### src/rtl/pect_map.vh
// register offsets, field positions, reset values and limits of the error counter / self-test block
`ifndef PECT_MAP_VH
`define PECT_MAP_VH

// ==========================================
// register indices (byte address = 4 * index)
`define PECT_IDX_FC_CNT      5'h14
`define PECT_IDX_RX_ERR_CNT  5'h15
`define PECT_IDX_ST_CTRL     5'h16
`define PECT_IDX_IRQ_STAT    5'h18
`define PECT_IDX_IRQ_MASK    5'h19
`define PECT_ADDR_W          7

// ==========================================
// self-test control field positions
`define PECT_ST_CNT_MODE     14
`define PECT_ST_PRBS_HI      13
`define PECT_ST_PRBS_LO      12
`define PECT_ST_LOCK         11
`define PECT_ST_SYNC_LOSS    10
`define PECT_ST_GEN_ACT      9
`define PECT_ST_PWR_NORM     8
`define PECT_ST_TX_IN_LB     6
`define PECT_ST_LB_HI        4
`define PECT_ST_LB_LO        0
`define PECT_ST_WR_MASK      16'h705f
`define PECT_ST_RESET        16'h0100

// ==========================================
// counter limits
`define PECT_CNT_MAX         8'hff
`define PECT_CNT_HALF        8'h7f
`define PECT_BIST_MAX        16'hffff

// ==========================================
// prbs modes and loopback one-hot codes
`define PECT_PRBS_OFF        2'h0
`define PECT_PRBS_GEN_ONE    2'h1
`define PECT_PRBS_CHK        2'h2
`define PECT_PRBS_BOTH       2'h3
`define PECT_LB_PCS_IN       5'h01
`define PECT_LB_PCS_OUT      5'h02
`define PECT_LB_DIGITAL      5'h04
`define PECT_LB_ANALOG       5'h08
`define PECT_LB_REVERSE      5'h10

// ==========================================
// interrupt status / mask bits
`define PECT_IRQ_RX_ERR_HF   0
`define PECT_IRQ_FC_HF       1
`define PECT_IRQ_BIST_WRAP   2
`define PECT_IRQ_W           3

`endif

### src/rtl/pect_top.v
// error counters, prbs self-test control and loopback select of a 10/100 phy
`timescale 1ns/1ps
`include "pect_map.vh"
//
// Notes on behaviour
// - false-carrier counter is 8 bits, adds one per false-carrier event
// - false-carrier counter saturates at ffh until cleared
// - false-carrier count passing 7fh raises an interrupt event
// - reading either counter returns the count then clears it
// - receive-error counter counts errors while data valid and an invalid symbol is flagged in the same cycle
// - receive-error counter holds during mii loopback
// - receive-error counter saturates at ffh, interrupt event passing 7fh
// - self-test error counter: mode 0 stops at max, mode 1 pulses and wraps
// - prbs field: off, single packet, checker only, both continuous
// - lock flag reads 1 while checker locked and synced
// - sync-loss flag reads 1 once checker lost sync
// - generator status reads 1 while packets are generated
// - power mode bit resets to 1, reads 0 in active sleep
// - transmit-in-loopback sends mac data to line during 100m mii loopback
// - loopback select is one-hot: pcs in, pcs out, digital, analog, reverse
// - each half-full event reaches interrupt only when its enable is set

module pect_top (
   // clock and reset
   input wire i_sys_clk,
   input wire i_srst,
   // register port
   input wire [`PECT_ADDR_W-1:0] i_addr,
   input wire [15:0] i_wdata,
   input wire i_wr,
   input wire i_rd,
   output reg [15:0] o_rdata,
   // line-side events and status, from core logic on this clock
   input wire i_false_carrier,
   input wire i_rx_dv,
   input wire i_rx_err,
   input wire i_invalid_sym,
   input wire i_mii_loopback,
   input wire i_speed_100,
   input wire i_active_sleep,
   input wire i_prbs_locked,
   input wire i_prbs_bit_err,
   input wire i_gen_busy,
   // self-test and loopback controls
   output reg o_gen_en,
   output reg o_gen_continuous,
   output reg o_chk_en,
   output reg o_bist_wrap_pulse,
   output reg o_tx_to_line,
   output reg [4:0] o_lb_sel,
   output reg [15:0] o_bist_err_cnt,
   // interrupt
   output reg o_irq
);

   // ==========================================
   // register decode
   wire [4:0] idx = i_addr[6:2];
   wire word_ok = (i_addr[1:0] == 2'h0);
   wire rd_fc = i_rd && word_ok && (idx == `PECT_IDX_FC_CNT);
   wire rd_re = i_rd && word_ok && (idx == `PECT_IDX_RX_ERR_CNT);
   wire wr_st = i_wr && word_ok && (idx == `PECT_IDX_ST_CTRL);
   wire wr_is = i_wr && word_ok && (idx == `PECT_IDX_IRQ_STAT);
   wire wr_im = i_wr && word_ok && (idx == `PECT_IDX_IRQ_MASK);
   wire rd_st = i_rd && word_ok && (idx == `PECT_IDX_ST_CTRL);

   reg [7:0] fc_cnt_r;
   reg [7:0] fc_cnt_nxt;
   reg [7:0] re_cnt_r;
   reg [7:0] re_cnt_nxt;
   reg [15:0] st_ctrl_r;
   reg [15:0] bist_cnt_r;
   reg [15:0] bist_cnt_nxt;
   reg bist_wrap_nxt;
   reg sync_loss_r;
   reg lock_q_r;
   reg [`PECT_IRQ_W-1:0] irq_stat_r;
   reg [`PECT_IRQ_W-1:0] irq_mask_r;
   reg [`PECT_IRQ_W-1:0] irq_evt;

   // ==========================================
   // event qualification
   wire fc_evt = i_false_carrier;
   wire re_evt = i_rx_err && i_rx_dv && i_invalid_sym && !i_mii_loopback;

   wire [1:0] prbs_cfg = st_ctrl_r[`PECT_ST_PRBS_HI:`PECT_ST_PRBS_LO];
   wire chk_on = (prbs_cfg == `PECT_PRBS_CHK) || (prbs_cfg == `PECT_PRBS_BOTH);

   // ==========================================
   // counter next values
   always @* begin
      if (rd_fc) begin
         fc_cnt_nxt = fc_evt ? 8'h01 : 8'h00;
      end else if (fc_evt && fc_cnt_r != `PECT_CNT_MAX) begin
         fc_cnt_nxt = fc_cnt_r + 8'h01;
      end else begin
         fc_cnt_nxt = fc_cnt_r;
      end
      if (rd_re) begin
         re_cnt_nxt = re_evt ? 8'h01 : 8'h00;
      end else if (re_evt && re_cnt_r != `PECT_CNT_MAX) begin
         re_cnt_nxt = re_cnt_r + 8'h01;
      end else begin
         re_cnt_nxt = re_cnt_r;
      end
      bist_wrap_nxt = 1'b0;
      bist_cnt_nxt = bist_cnt_r;
      if (chk_on && i_prbs_bit_err) begin
         if (bist_cnt_r != `PECT_BIST_MAX) begin
            bist_cnt_nxt = bist_cnt_r + 16'h0001;
         end else if (st_ctrl_r[`PECT_ST_CNT_MODE]) begin
            bist_cnt_nxt = 16'h0000;
            bist_wrap_nxt = 1'b1;
         end
      end
   end

   // half-full crossing detected on the step from 7fh to 80h, so only once per fill
   always @* begin
      irq_evt = {`PECT_IRQ_W{1'b0}};
      irq_evt[`PECT_IRQ_FC_HF] = (fc_cnt_r == `PECT_CNT_HALF) && (fc_cnt_nxt > `PECT_CNT_HALF);
      irq_evt[`PECT_IRQ_RX_ERR_HF] = (re_cnt_r == `PECT_CNT_HALF) && (re_cnt_nxt > `PECT_CNT_HALF);
      irq_evt[`PECT_IRQ_BIST_WRAP] = bist_wrap_nxt;
   end

   // ==========================================
   // state registers
   always @(posedge i_sys_clk) begin
      if (i_srst) begin
         fc_cnt_r <= 8'h00;
         re_cnt_r <= 8'h00;
         bist_cnt_r <= 16'h0000;
         st_ctrl_r <= `PECT_ST_RESET;
         sync_loss_r <= 1'b0;
         lock_q_r <= 1'b0;
         irq_stat_r <= {`PECT_IRQ_W{1'b0}};
         irq_mask_r <= {`PECT_IRQ_W{1'b0}};
      end else begin
         fc_cnt_r <= fc_cnt_nxt;
         re_cnt_r <= re_cnt_nxt;
         // restarting the checker starts a fresh error count
         if (wr_st && (i_wdata[`PECT_ST_PRBS_HI:`PECT_ST_PRBS_LO] != prbs_cfg)) begin
            bist_cnt_r <= 16'h0000;
         end else begin
            bist_cnt_r <= bist_cnt_nxt;
         end
         if (wr_st) begin
            st_ctrl_r <= i_wdata & `PECT_ST_WR_MASK;
         end
         lock_q_r <= chk_on && i_prbs_locked;
         if (lock_q_r && !(chk_on && i_prbs_locked)) begin
            sync_loss_r <= 1'b1;
         end else if (rd_st) begin
            sync_loss_r <= 1'b0;
         end
         // set wins over write-one-to-clear
         irq_stat_r <= (irq_stat_r & ~(wr_is ? i_wdata[`PECT_IRQ_W-1:0] : {`PECT_IRQ_W{1'b0}})) | irq_evt;
         if (wr_im) begin
            irq_mask_r <= i_wdata[`PECT_IRQ_W-1:0];
         end
      end
   end

   // ==========================================
   // outputs
   always @(posedge i_sys_clk) begin
      if (i_srst) begin
         o_rdata <= 16'h0000;
         o_gen_en <= 1'b0;
         o_gen_continuous <= 1'b0;
         o_chk_en <= 1'b0;
         o_bist_wrap_pulse <= 1'b0;
         o_tx_to_line <= 1'b0;
         o_lb_sel <= 5'h00;
         o_bist_err_cnt <= 16'h0000;
         o_irq <= 1'b0;
      end else begin
         o_gen_en <= (prbs_cfg == `PECT_PRBS_GEN_ONE) || (prbs_cfg == `PECT_PRBS_BOTH);
         o_gen_continuous <= (prbs_cfg == `PECT_PRBS_BOTH);
         o_chk_en <= chk_on;
         o_bist_wrap_pulse <= bist_wrap_nxt;
         o_bist_err_cnt <= bist_cnt_r;
         o_tx_to_line <= st_ctrl_r[`PECT_ST_TX_IN_LB] && i_mii_loopback && i_speed_100;
         // one-hot loopback select; non one-hot codes select none
         case (st_ctrl_r[`PECT_ST_LB_HI:`PECT_ST_LB_LO])
            `PECT_LB_PCS_IN, `PECT_LB_PCS_OUT, `PECT_LB_DIGITAL, `PECT_LB_ANALOG, `PECT_LB_REVERSE: begin
               o_lb_sel <= st_ctrl_r[`PECT_ST_LB_HI:`PECT_ST_LB_LO];
            end
            default: begin
               o_lb_sel <= 5'h00;
            end
         endcase
         o_irq <= |(irq_stat_r & irq_mask_r);
         // read data, valid only in the cycle after the read strobe
         if (rd_fc) begin
            o_rdata <= {8'h00, fc_cnt_r};
         end else if (rd_re) begin
            o_rdata <= {8'h00, re_cnt_r};
         end else if (rd_st) begin
            o_rdata <= (st_ctrl_r & `PECT_ST_WR_MASK)
                     | ({15'h0000, chk_on && i_prbs_locked} << `PECT_ST_LOCK)
                     | ({15'h0000, sync_loss_r} << `PECT_ST_SYNC_LOSS)
                     | ({15'h0000, i_gen_busy && o_gen_en} << `PECT_ST_GEN_ACT)
                     | ({15'h0000, !i_active_sleep} << `PECT_ST_PWR_NORM);
         end else if (i_rd && word_ok && (idx == `PECT_IDX_IRQ_STAT)) begin
            o_rdata <= {13'h0000, irq_stat_r};
         end else if (i_rd && word_ok && (idx == `PECT_IDX_IRQ_MASK)) begin
            o_rdata <= {13'h0000, irq_mask_r};
         end else begin
            // unmapped or no read: zero
            o_rdata <= 16'h0000;
         end
      end
   end

endmodule // pect_top

### config.mk
export PLATFORM = sky130hd
export DESIGN_NAME = pect_top
export DESIGN_NICKNAME = d
export VERILOG_FILES = /design/src/rtl/pect_top.v
export VERILOG_INCLUDE_DIRS = /design/src /design/src/rtl
export SDC_FILE = /design/constraint.sdc
export NUM_CORES = 1
export LEC_CHECK = 0
export ABC_AREA = 1
export BUFFER_PORTS_ARGS = -buffer_cell sky130_fd_sc_hd__buf_2
export CAP_MARGIN = 20
export CORE_UTILIZATION = 25
export CTS_BUF_LIST = sky130_fd_sc_hd__clkbuf_8
export DETAILED_ROUTE_END_ITERATION = 10
export GPL_ROUTABILITY_DRIVEN = 0
export PLACE_DENSITY_LB_ADDON = 0.2
export SKIP_CTS_REPAIR_TIMING = 1
export SYNTH_ARGS = -nofsm -noshare
export SYNTH_HDL_FRONTEND = slang
export SYNTH_SLANG_ARGS = --single-unit
### constraint.sdc
create_clock -name i_sys_clk -period 3.7 [get_ports i_sys_clk]
set_clock_uncertainty 0.2 [all_clocks]
set_input_delay 0 -clock i_sys_clk [delete_from_list [all_inputs] [get_ports i_sys_clk]]
set_output_delay 0 -clock i_sys_clk [all_outputs]
set_load 0.03 [all_outputs]
; ---- After elaboration in Yosys (flattened, before gate mapping)
; Cells that the tools add are included.
[word_totals]
regBits = 92
latchBits = 0
mem_bits_rw = 0
romBits = 0
in_bits = 37
out_inout_bits = 43
wordCells = 108
n_memories = 0
[classes]
add_sub_neg = 3
mul = 0
n_div = 0
n_lt_le_gt_ge = 2
eq_ne = 19
n_shift = 0
muxes = 19
n_bitwise = 9
reduce_logical = 38
[ops]
columns = cell, count
row1 = 8-bit 2-to-1 mux, 6
row2 = 16-bit 2-to-1 mux, 2
row3 = "5-bit equality test, second input constant", 6
row4 = 1-bit logical AND, 24
row5 = "16-bit by 1-bit adder with 16-bit output, second input constant", 1
row6 = "8-bit by 1-bit adder with 8-bit output, second input constant", 2
row7 = "8-bit by 7-bit equality test with 1-bit output, second input constant", 2
row8 = "8-bit by 7-bit > comparator with 1-bit output, second input constant", 2
row9 = "16-bit != test, second input constant", 1
row10 = "8-bit != test, second input constant", 2
row11 = 15-bit 2-to-1 mux, 1
row12 = 15-bit by 10-bit bitwise OR with 15-bit output, 1
row13 = 15-bit by 11-bit bitwise OR with 15-bit output, 1
row14 = 15-bit by 12-bit bitwise OR with 15-bit output, 1
row15 = 15-bit by 9-bit bitwise OR with 15-bit output, 1
row16 = 3-bit 2-to-1 mux, 3
row17 = 1-bit 2-to-1 mux, 7
row18 = 3-bit bitwise AND, 2
row19 = 3-bit OR reduction, 2
row20 = "5-bit by 1-bit equality test with 1-bit output, second input constant", 1
row21 = "5-bit by 2-bit equality test with 1-bit output, second input constant", 1
row22 = "5-bit by 3-bit equality test with 1-bit output, second input constant", 1
row23 = "5-bit by 4-bit equality test with 1-bit output, second input constant", 1
row24 = 5-bit OR reduction, 1
row25 = other kinds (12), 18

; ---- Depth between registers and ports, before layout
; Gate-level depths: netlist of run 1.
[depth]
ltp_word = 10
depth_mapped = 12
depth_no_buf = 11

; ---- Worst setup path before layout of run 1
; No wires, ideal clock.
[synth_path]
kind = reg2reg
from = reg bist_cnt_r[0]
to = reg bist_cnt_r[10]
setup_ns = 0.066
arrival_time_ns = 1.576
required_time_ns = 3.434
setup_slack_ns = 1.858
path_stages_with_launch = 12
n_path_buf = 2
period_less_slack_ns = 1.842
cell_sequence = dfxtp_1 ha_1 inv_1 nor2_4 nand2_4 nor2_4 nand2_2 nand2_2 buf_6 buf_12 nand2_1 a21oi_2
[synth_between]
elab_chain_cells = 3
elab_cells_between_ends = 5
cone_classes = 1 x add/sub / 1 x eq/ne / 1 x mux / 2 x reduce/logical
[synth_lines]
columns = element, line
row1 = start: declaration, pect_top.v:72  ; reg [15:0] bist_cnt_r;
row2 = start signal: assignment, pect_top.v:145  ; bist_cnt_r <= bist_cnt_nxt;
row3 = "parallel branches: the longest is 3 deep, another holds 16-bit by 1-bit adder with 16-bit output", n/a
; Several ways; the timed one is not identified.
; A chain may end at the register's enable or synchronous reset.

; ---- Final worst setup path of run 1
[layout_path]
from = reg bist_cnt_r[0]
to = reg bist_cnt_r[9]
; Same word-level chain as after synthesis.

==> results.cfg, run 1 <==
[critical_path]
r2r-end = bist_cnt_r[9]
worst-setup-path-type = register to register
regToRegStartpoint = bist_cnt_r[0]
critPathLaunchType = register
required_ns = 3.81
crit_path_max_fanout = 20
crit_arrival_ns = 2.52
r2r_setup_slack_ns = 1.29
endpoint_kind = register
reg2reg_depth = 11

[grt]
met2_usage = 0.212
grt_max_degree = 33
track_usage = 0.138
gr-usage-met1 = 0.187
antenna_found_initial = 0
use_met3 = 0.0267
grt_pass1_vias = 3628
grt_pass1_wl_um = 17600
busiest_layer = met2
grt-ovfl-total = 0

[logic_synthesis]
ys_ff_latch = 91
syn_inst = 559
syn_nets = 599
synth_area_um2 = 3980
ys.flop_type = dfxtp_1
synth_seq_area_share = 0.458
ys_types = 31
synth-edff-count = 0
syn_avg_cell_area_um2 = 7.12
synthArstFlopShare = 0
yosysWarnings = 0

[die]
die_x_um = 128
initial_utilization = 0.259
die_area_um2 = 16400
core-area_um2 = 15400
die_h_um = 128
num_rows = 45
io_pins = 80

[sta]
slew_violations = 0
finalHoldViolCount = 7
hold_ws_ns = -0.0233
fin_crit_ns = 2.41
tightestPinTransition_ns = 0.638
maxSlewHeadroom = 0.571
fin_tns_setup_ns = 0
fin_crit_sh = 0.652
finalSetupViolCount = 0
fmax_mhz = 415
grt_setup_unrepaired = no

[placed_design]
io_buffers = 71
dpl.hpwl_um = 7940

[hold_path]
worstHoldStart = i_addr[0]
hold_class = input port to register
whs_endpoint = irq_stat_r[0]
min_path_cells = 5

[drt]
firstDrtPassIters = 4
ant_nets = 0
vias_per_cell = 4.40
num_vias = 3858
drcViolationCount = 0
wl_um = 10800
drt-initial-drc-count = 229
detail_route.wl_per_cell_um = 12.3

[clock_network]
cts_buffers = 9
root_buffer = clkbuf_8
cts_sinks = 91
clkSlewWorstSetupHoldPaths_ns = 0.09
cts_max_level = 3
clk_path_buf_depth = 2
cts_tree = yes
worstSkewPairLatency_ns = 0.37

[outcome]
violations = hold timing
status = complete, but fails checks

[cells_and_area]
layout.nets = 700
diodes = 0
drive_above_1_share = 0.170
area_delta_synth_final_pct = 26.8
final_util = 0.328

[power]
vdd_drop_max_mv = 0.143
finalPower_uw = 1830
cellLeakagePower_uw = 0.00211
power_density_nw_per_um2 = 363

[flow_run]
max_cap_viol_count = 0
==> layout by cell type (no fill, tap or decap), drive strengths merged, types with 4 or more instances in the layout <==
master       instances
clkbuf               9
nor3                19
inv                 73
dfxtp               91
nor2               110
a211oi               5
buf                 73
xor2                 4
nand3               43
nand4               13
dlygate4sd3         29
a21oi               31
nand2              114
o21ai               33
==> flip-flops by register name, indices dropped and copies added, names as in the netlist, 3 cells and up <==
| name | cells |
|---|---|
| bist_cnt_r | 16 |
| o_bist_err_cnt | 16 |
| o_rdata | 15 |
| st_ctrl_r | 9 |
| fc_cnt_r | 8 |
| re_cnt_r | 8 |
| o_lb_sel | 5 |
| irq_mask_r | 3 |
| irq_stat_r | 3 |
==> stage by stage <==
step	std cells	area, um^2	setup slack [ns]
6_report	876	5050	1.29
5_1_grt	876	5050	1.04
4_1_cts	847	4760	1.28
3_5_place_dp	831	4540	1.31
3_3_place_gp	831	4540	1.33
2_1_floorplan	559	3980	1.86
==> worst max path at each step <==
stage / end / from / depth (start not counted)
floorplan: bist_cnt_r[10] / bist_cnt_r[0] / 11
global placement: bist_cnt_r[9] / bist_cnt_r[0] / 11
detailed placement: bist_cnt_r[9] / bist_cnt_r[0] / 11
CTS: bist_cnt_r[9] / bist_cnt_r[0] / 11
global route: bist_cnt_r[9] / bist_cnt_r[0] / 11
finish: bist_cnt_r[9] / bist_cnt_r[0] / 11
==> cell families (layout without fill, tap and decap cells) <==
group / Yosys count / in the layout / synth area share
fa+ha+maj: 3 / 3 / 0.00943
xor+xnor: 6 / 6 / 0.0132
compound gates: 73 / 73 / 0.104
flops: 91 / 91 / 0.458
simple gates: 301 / 301 / 0.328
buf+inv: 84 / 190 / 0.0868
other cells: 1 / 1 / 0.000942
==> routing by layer <==
| layer | routed length (um) | part of all wire |
|---|---|---|
| met1 | 5440 | 0.51 |
| met5 | 0 | 0 |
| met4 | 206 | 0.019 |
| met3 | 447 | 0.041 |
| met2 | 4680 | 0.43 |
==> worst max-delay path, cell delays in order, from the launching register on <==
cell,delay [ns]
dfxtp_1,0.45
ha_1,0.28
inv_1,0.11
nor2_4,0.21
nand2_4,0.08
nor2_4,0.15
nand2_2,0.06
nand2_2,0.34
inv_2,0.21
nor2_1,0.12
nor2_1,0.05
nor2_1,0.07
==> cells in the mapped netlist, types with 2 or more instances <==
library cell  count  share of area
ha_1              3         0.0094
xnor2_1           2         0.0044
inv_1            69          0.065
o211ai_1          2         0.0038
nand4_1          13          0.020
nor2_2            3         0.0047
nor2_1          104          0.098
buf_2             2         0.0025
a211oi_1          5         0.0094
nand2_2           7          0.011
clkbuf_1          7         0.0066
nor2_4            3         0.0085
inv_2             3         0.0028
dfxtp_1          91           0.46
o21ai_0          33          0.041
a21oi_1          24          0.030
nand2_1         106           0.10
nand3_1          42          0.053
nor3_1           19          0.024
a21oi_2           7          0.015
xor2_1            4         0.0088
==> report_power, final <==
group          internal, uW  switching [uW]
Sequential              983            5.30
Clock                   379             375
Combinational          39.0            52.0
Total                  1400             432
==> cell type report <==
class | count | area, um^2
Clock inverter | 7 | 93.8
Timing Repair Buffer | 102 | 661
Sequential cell | 91 | 1820
Fill cell | 1701 | 10300
Multi-Input combinational cell | 384 | 1810
Inverter | 72 | 270
Tap cell | 211 | 264
Clock buffer | 9 | 124
Note: power is estimated with default switching activity, not from simulation.
==> run 2, diff against run 1 <==
==> constraint.sdc (replaced) <==
create_clock -name i_sys_clk -period 2.3 [get_ports i_sys_clk]
set_clock_uncertainty 0.2 [all_clocks]
set_input_delay 0 -clock i_sys_clk [delete_from_list [all_inputs] [get_ports i_sys_clk]]
set_output_delay 0 -clock i_sys_clk [all_outputs]
set_load 0.03 [all_outputs]
==> run 2 against run 1 <==
Against the previous run:
- the flow still finishes with violations (hold timing)
- cell count increased by 1.3%
- wire length grew 1.0%
- combinational power grew 66%
- register-to-register slack got worse by 1.1 ns
- via count up 0.18%
- largest cell class unchanged
- largest power group unchanged
==> results.cfg, run 2 (synthesis results as in run 1) <==
[critical_path]
regToRegStartpoint = re_cnt_r[0]
path_buf_inv = 1
crit_chain = ha_1 > nand2_1 > nor2_1 > nand2_1 > nor3_1 > dlygate4sd3_1 > a31oi_1 > o21a_1
cp_slowest_cell = dlygate4sd3_1
required_ns = 2.38
path_common_cell = nand2_1
critPathLaunchType = register
cp-startpoint = re_cnt_r[0]
endpoint_kind = register
worst-setup-path-type = register to register
cp_top_family = buffers and inverters
cpPeakStageDelay_ns = 0.60
crit_arrival_ns = 2.18
crit_path_max_fanout = 4

[sta]
fin_crit_sh = 0.913
finalHoldViolCount = 4
fmax_mhz = 476
fin_tns_setup_ns = 0
grt_setup_unrepaired = no
maxSlewHeadroom = 0.549
worst_slack_ns = 0.201
tightestPinTransition_ns = 0.671
finalSetupViolCount = 0
hold_ws_ns = -0.0364
fin_crit_ns = 2.10
slew_violations = 0

[grt]
grt_pass1_wl_um = 17100
track_usage = 0.137
antenna_found_initial = 0
grt_max_degree = 22
grt_pass1_vias = 3454
grt-ovfl-total = 0

[power]
p_clk_frac = 0.380
p_comb_frac = 0.054
intPower_uw = 2140
vdd_drop_max_mv = 0.226
swShare = 0.239
cellLeakagePower_uw = 0.00215
power_frac_seq = 0.566
power.switching_uw = 671
power_density_nw_per_um2 = 549

[drt]
num_vias = 3865
ant_nets = 0
wl_um = 10900
firstDrtPassIters = 5
drt-initial-drc-count = 200
drcViolationCount = 0
vias_per_cell = 4.36
detail_route.wl_per_cell_um = 12.3

[clock_network]
cts_sinks = 91
root_buffer = clkbuf_8
clk_path_buf_depth = 2
clkSlewWorstSetupHoldPaths_ns = 0.09
worstSkewPairLatency_ns = 0.38
cts_max_level = 3
cts_tree = yes
cts_buffers = 9

[die]
die_area_um2 = 16400
die_x_um = 128
core-area_um2 = 15400
initial_utilization = 0.259
die_h_um = 128
num_rows = 45
io_pins = 80

[cells_and_area]
mostFrequentLayoutCells = 106 x nand2_1, 104 x nor2_1, 91 x dfxtp_1
layout.nets = 712
final_util = 0.333
fillers = 1668
final_common_cell = nand2_1
area_delta_synth_final_pct = 28.6
diodes = 0
top_regs = bist_cnt_r (16), o_bist_err_cnt (16), o_rdata (15)
drive_above_1_share = 0.182

[hold_path]
hold_class = input port to register
worstHoldStart = i_addr[3]

[placed_design]
dpl.hpwl_um = 8110
io_buffers = 71
pre_cts_ws_ns = 0.303

[flow_run]
max_cap_viol_count = 0

[outcome]
status = complete, but fails checks
violations = hold timing
## run 2: cell types whose count changed in the layout (fill, tap and decap cells not counted), sizes merged
cell / previous run / this run
buf: 73 / 84
bufinv: 2 / 1
dlygate4sd3: 29 / 30
clkinvlp: 1 / 2
clkinv: 3 / 2
## run 2: layout make-up
type	count	area [um^2]	share of cell area
Timing Repair Buffer	114	766	0.150
Sequential cell	91	1820	0.356
Clock buffer	9	124	0.0242
Inverter	72	270	0.0528
Clock inverter	6	58.8	0.0115
Multi-Input combinational cell	384	1810	0.354
Tap cell	211	264	0.0516
## run 2: per-stage QoR
stage | area [um^2] | power, uW | hold WS [ns] | cells
after floorplan | 3980 | 1690 | -0.128 | 559
after global placement | 4630 | 1750 | -0.0440 | 842
after detailed placement | 4630 | 1750 | -0.0242 | 842
after CTS | 4820 | 2820 | -0.448 | 857
after global routing | 5120 | 2940 | 0.00400 | 887
final | 5120 | 2810 | -0.0364 | 887
## run 2: routing by layer
layer  share of wire  GRT usage  vias to the layer above
met5               0          0                        -
met4           0.019     0.0567                        0
met3           0.040     0.0384                       13
met2            0.42      0.201                       77
met1            0.52      0.187                     1764
li1                -          -                     2011
## run 2: final timing paths
path | depth (start not counted) | slack, ns | end
hold reg to reg | 2 | 0.25 | o_rdata[9]
hold / removal | 4 | -0.04 | sync_loss_r
setup / recovery | 8 | 0.20 | re_cnt_r[6]
setup reg to reg | 8 | 0.20 | re_cnt_r[6]
## run 2: power by group through the flow
stage	Sequential (uW)	Combinational [uW]	Clock, uW
3_5_place_dp	1630	120	0
2_1_floorplan	1630	67.9	0
5_1_grt	1590	169	1180
6_report	1590	151	1070
4_1_cts	1590	120	1110
3_3_place_gp	1630	118	0
## run 2: worst reg2reg max path: stages (launching register included)
cell,delay [ns]
dfxtp_1,0.38
ha_1,0.22
nand2_1,0.08
nor2_1,0.12
nand2_1,0.08
nor3_1,0.13
dlygate4sd3_1,0.60
a31oi_1,0.08
o21a_1,0.11
==> run 3, diff against run 2 <==
--- a/config.mk
+++ b/config.mk
@@ -9,10 +9,10 @@
 export ABC_AREA = 1
 export BUFFER_PORTS_ARGS = -buffer_cell sky130_fd_sc_hd__buf_2
 export CAP_MARGIN = 20
+export CORE_ASPECT_RATIO = 0.7
 export CORE_UTILIZATION = 25
 export CTS_BUF_LIST = sky130_fd_sc_hd__clkbuf_8
 export DETAILED_ROUTE_END_ITERATION = 10
-export GPL_ROUTABILITY_DRIVEN = 0
 export PLACE_DENSITY_LB_ADDON = 0.2
 export SKIP_CTS_REPAIR_TIMING = 1
 export SYNTH_ARGS = -nofsm -noshare
==> run 3 against run 2 <==
Against the previous run:
- the run ends with DRC, hold timing left
- worst setup slack got worse by 0.080 ns
- non-clock buffer count fell by 3
- sequential cell count is the same
- cell area is 0.64% lower
- largest cell class unchanged
- largest power group unchanged
==> results.cfg, run 3 (synthesis results as in run 1) <==
[grt]
grt_pass1_wl_um = 17900
grt_max_degree = 24
grt-ovfl-total = 0
track_usage = 0.142
antenna_found_initial = 0
grt_pass1_vias = 3536

[sta]
maxSlewHeadroom = 0.563
fin_crit_ns = 2.18
tightestPinTransition_ns = 0.650
fmax_mhz = 459
fin_tns_setup_ns = 0
fin_crit_sh = 0.947
finalSetupViolCount = 0
finalHoldViolCount = 3
hold_ws_ns = -0.0326
slew_violations = 0

[cells_and_area]
top_regs = bist_cnt_r (16), o_bist_err_cnt (16), o_rdata (15)
diodes = 0
mostFrequentLayoutCells = 106 x nand2_1, 104 x nor2_1, 91 x dfxtp_1
postLayoutCellArea_um2 = 5080
final_common_cell = nand2_1
final_util = 0.327
drive_above_1_share = 0.181
fillers = 1684
layout.nets = 709
area_delta_synth_final_pct = 27.8

[flow_run]
max_cap_viol_count = 0

[critical_path]
path_buf_inv = 4
worst-setup-path-type = input port to register
crit_arrival_ns = 2.24
critPathLaunchType = input port
cpPeakStageDelay_ns = 0.64
crit_chain = dlygate4sd3_1 > buf_2 > inv_1 > nand2_1 > nor2_1 > nand4_1 > dlygate4sd3_1 > o21ai_0 > a21oi_1
path_common_cell = dlygate4sd3_1
cp_slowest_cell = dlygate4sd3_1
endpoint_kind = register
required_ns = 2.36
crit_path_max_fanout = 4
cp_top_family = buffers and inverters

[clock_network]
cts_buffers = 9
clk_path_buf_depth = 2
clkSlewWorstSetupHoldPaths_ns = 0.09
cts_tree = yes
cts_max_level = 3
cts_sinks = 91
root_buffer = clkbuf_8
worstSkewPairLatency_ns = 0.36

[die]
num_rows = 38
die_x_um = 153
die_h_um = 108
initial_utilization = 0.256
die_area_um2 = 16400
io_pins = 80
core-area_um2 = 15500

[power]
power_density_nw_per_um2 = 562
finalPower_uw = 2860
vdd_drop_max_mv = 0.216
cellLeakagePower_uw = 0.00215

[drt]
ant_nets = 0
wl_um = 11300
firstDrtPassIters = 7
drt-initial-drc-count = 263
detail_route.wl_per_cell_um = 12.9
num_vias = 3930
vias_per_cell = 4.50
drcViolationCount = 7

[placed_design]
place.gp.congestion = 0.886
io_buffers = 71
place_area_um2 = 4590
dpl.hpwl_um = 8770

[outcome]
violations = DRC, hold timing
status = complete, but fails checks

[hold_path]
hold_class = input port to register
-- run 3: through the flow --
| stage | instances | worst slack, ns |
|---|---|---|
| 4_1_cts | 845 | 0.206 |
| 5_1_grt | 874 | -0.00554 |
| 3_3_place_gp | 829 | 0.304 |
| 3_5_place_dp | 829 | 0.233 |
| 2_1_floorplan | 559 | 0.458 |
| 6_report | 874 | 0.121 |
-- run 3: area by class of cell --
class | count | area, um^2 | share of cell area
timing repair buffer | 111 | 728 | 0.143
inverter | 72 | 270 | 0.0531
sequential | 91 | 1820 | 0.358
tap | 200 | 250 | 0.0492
clock inverter | 6 | 63.8 | 0.0125
multi-input combinational | 384 | 1810 | 0.357
clock buffer | 10 | 138 | 0.0271
-- run 3: power by group --
part / total, uW / switching [uW] / internal (uW)
Combinational: 149 / 84.7 / 63.9
Clock: 1120 / 584 / 534
Sequential: 1590 / 8.64 / 1580
Total: 2860 / 677 / 2180
-- run 3: layer usage --
layer | vias to the layer above | track usage | routed length (um)
met5 | - | 0 | 0
met4 | 0 | 0.0346 | 74
met3 | 5 | 0.0447 | 691
met2 | 101 | 0.194 | 4330
met1 | 1819 | 0.210 | 6180
li1 | 2005 | - | -
-- run 3: tightest hold or removal path, stage by stage --
cell	delay, ns
buf_2	0.08
inv_2	0.04
nand4_1	0.17
o21ai_0	0.09
o21ai_0	0.13
-- run 3: worst paths after layout --
| check | from | end | slack [ns] | cells past startpoint |
|---|---|---|---|---|
| setup / recovery | i_addr[4] | irq_stat_r[2] | 0.12 | 9 |
| hold / removal | i_addr[0] | irq_stat_r[1] | -0.03 | 5 |
| setup reg to reg | re_cnt_r[0] | re_cnt_r[6] | 0.20 | 8 |
| hold reg to reg | sync_loss_r | o_rdata[10] | 0.26 | 2 |
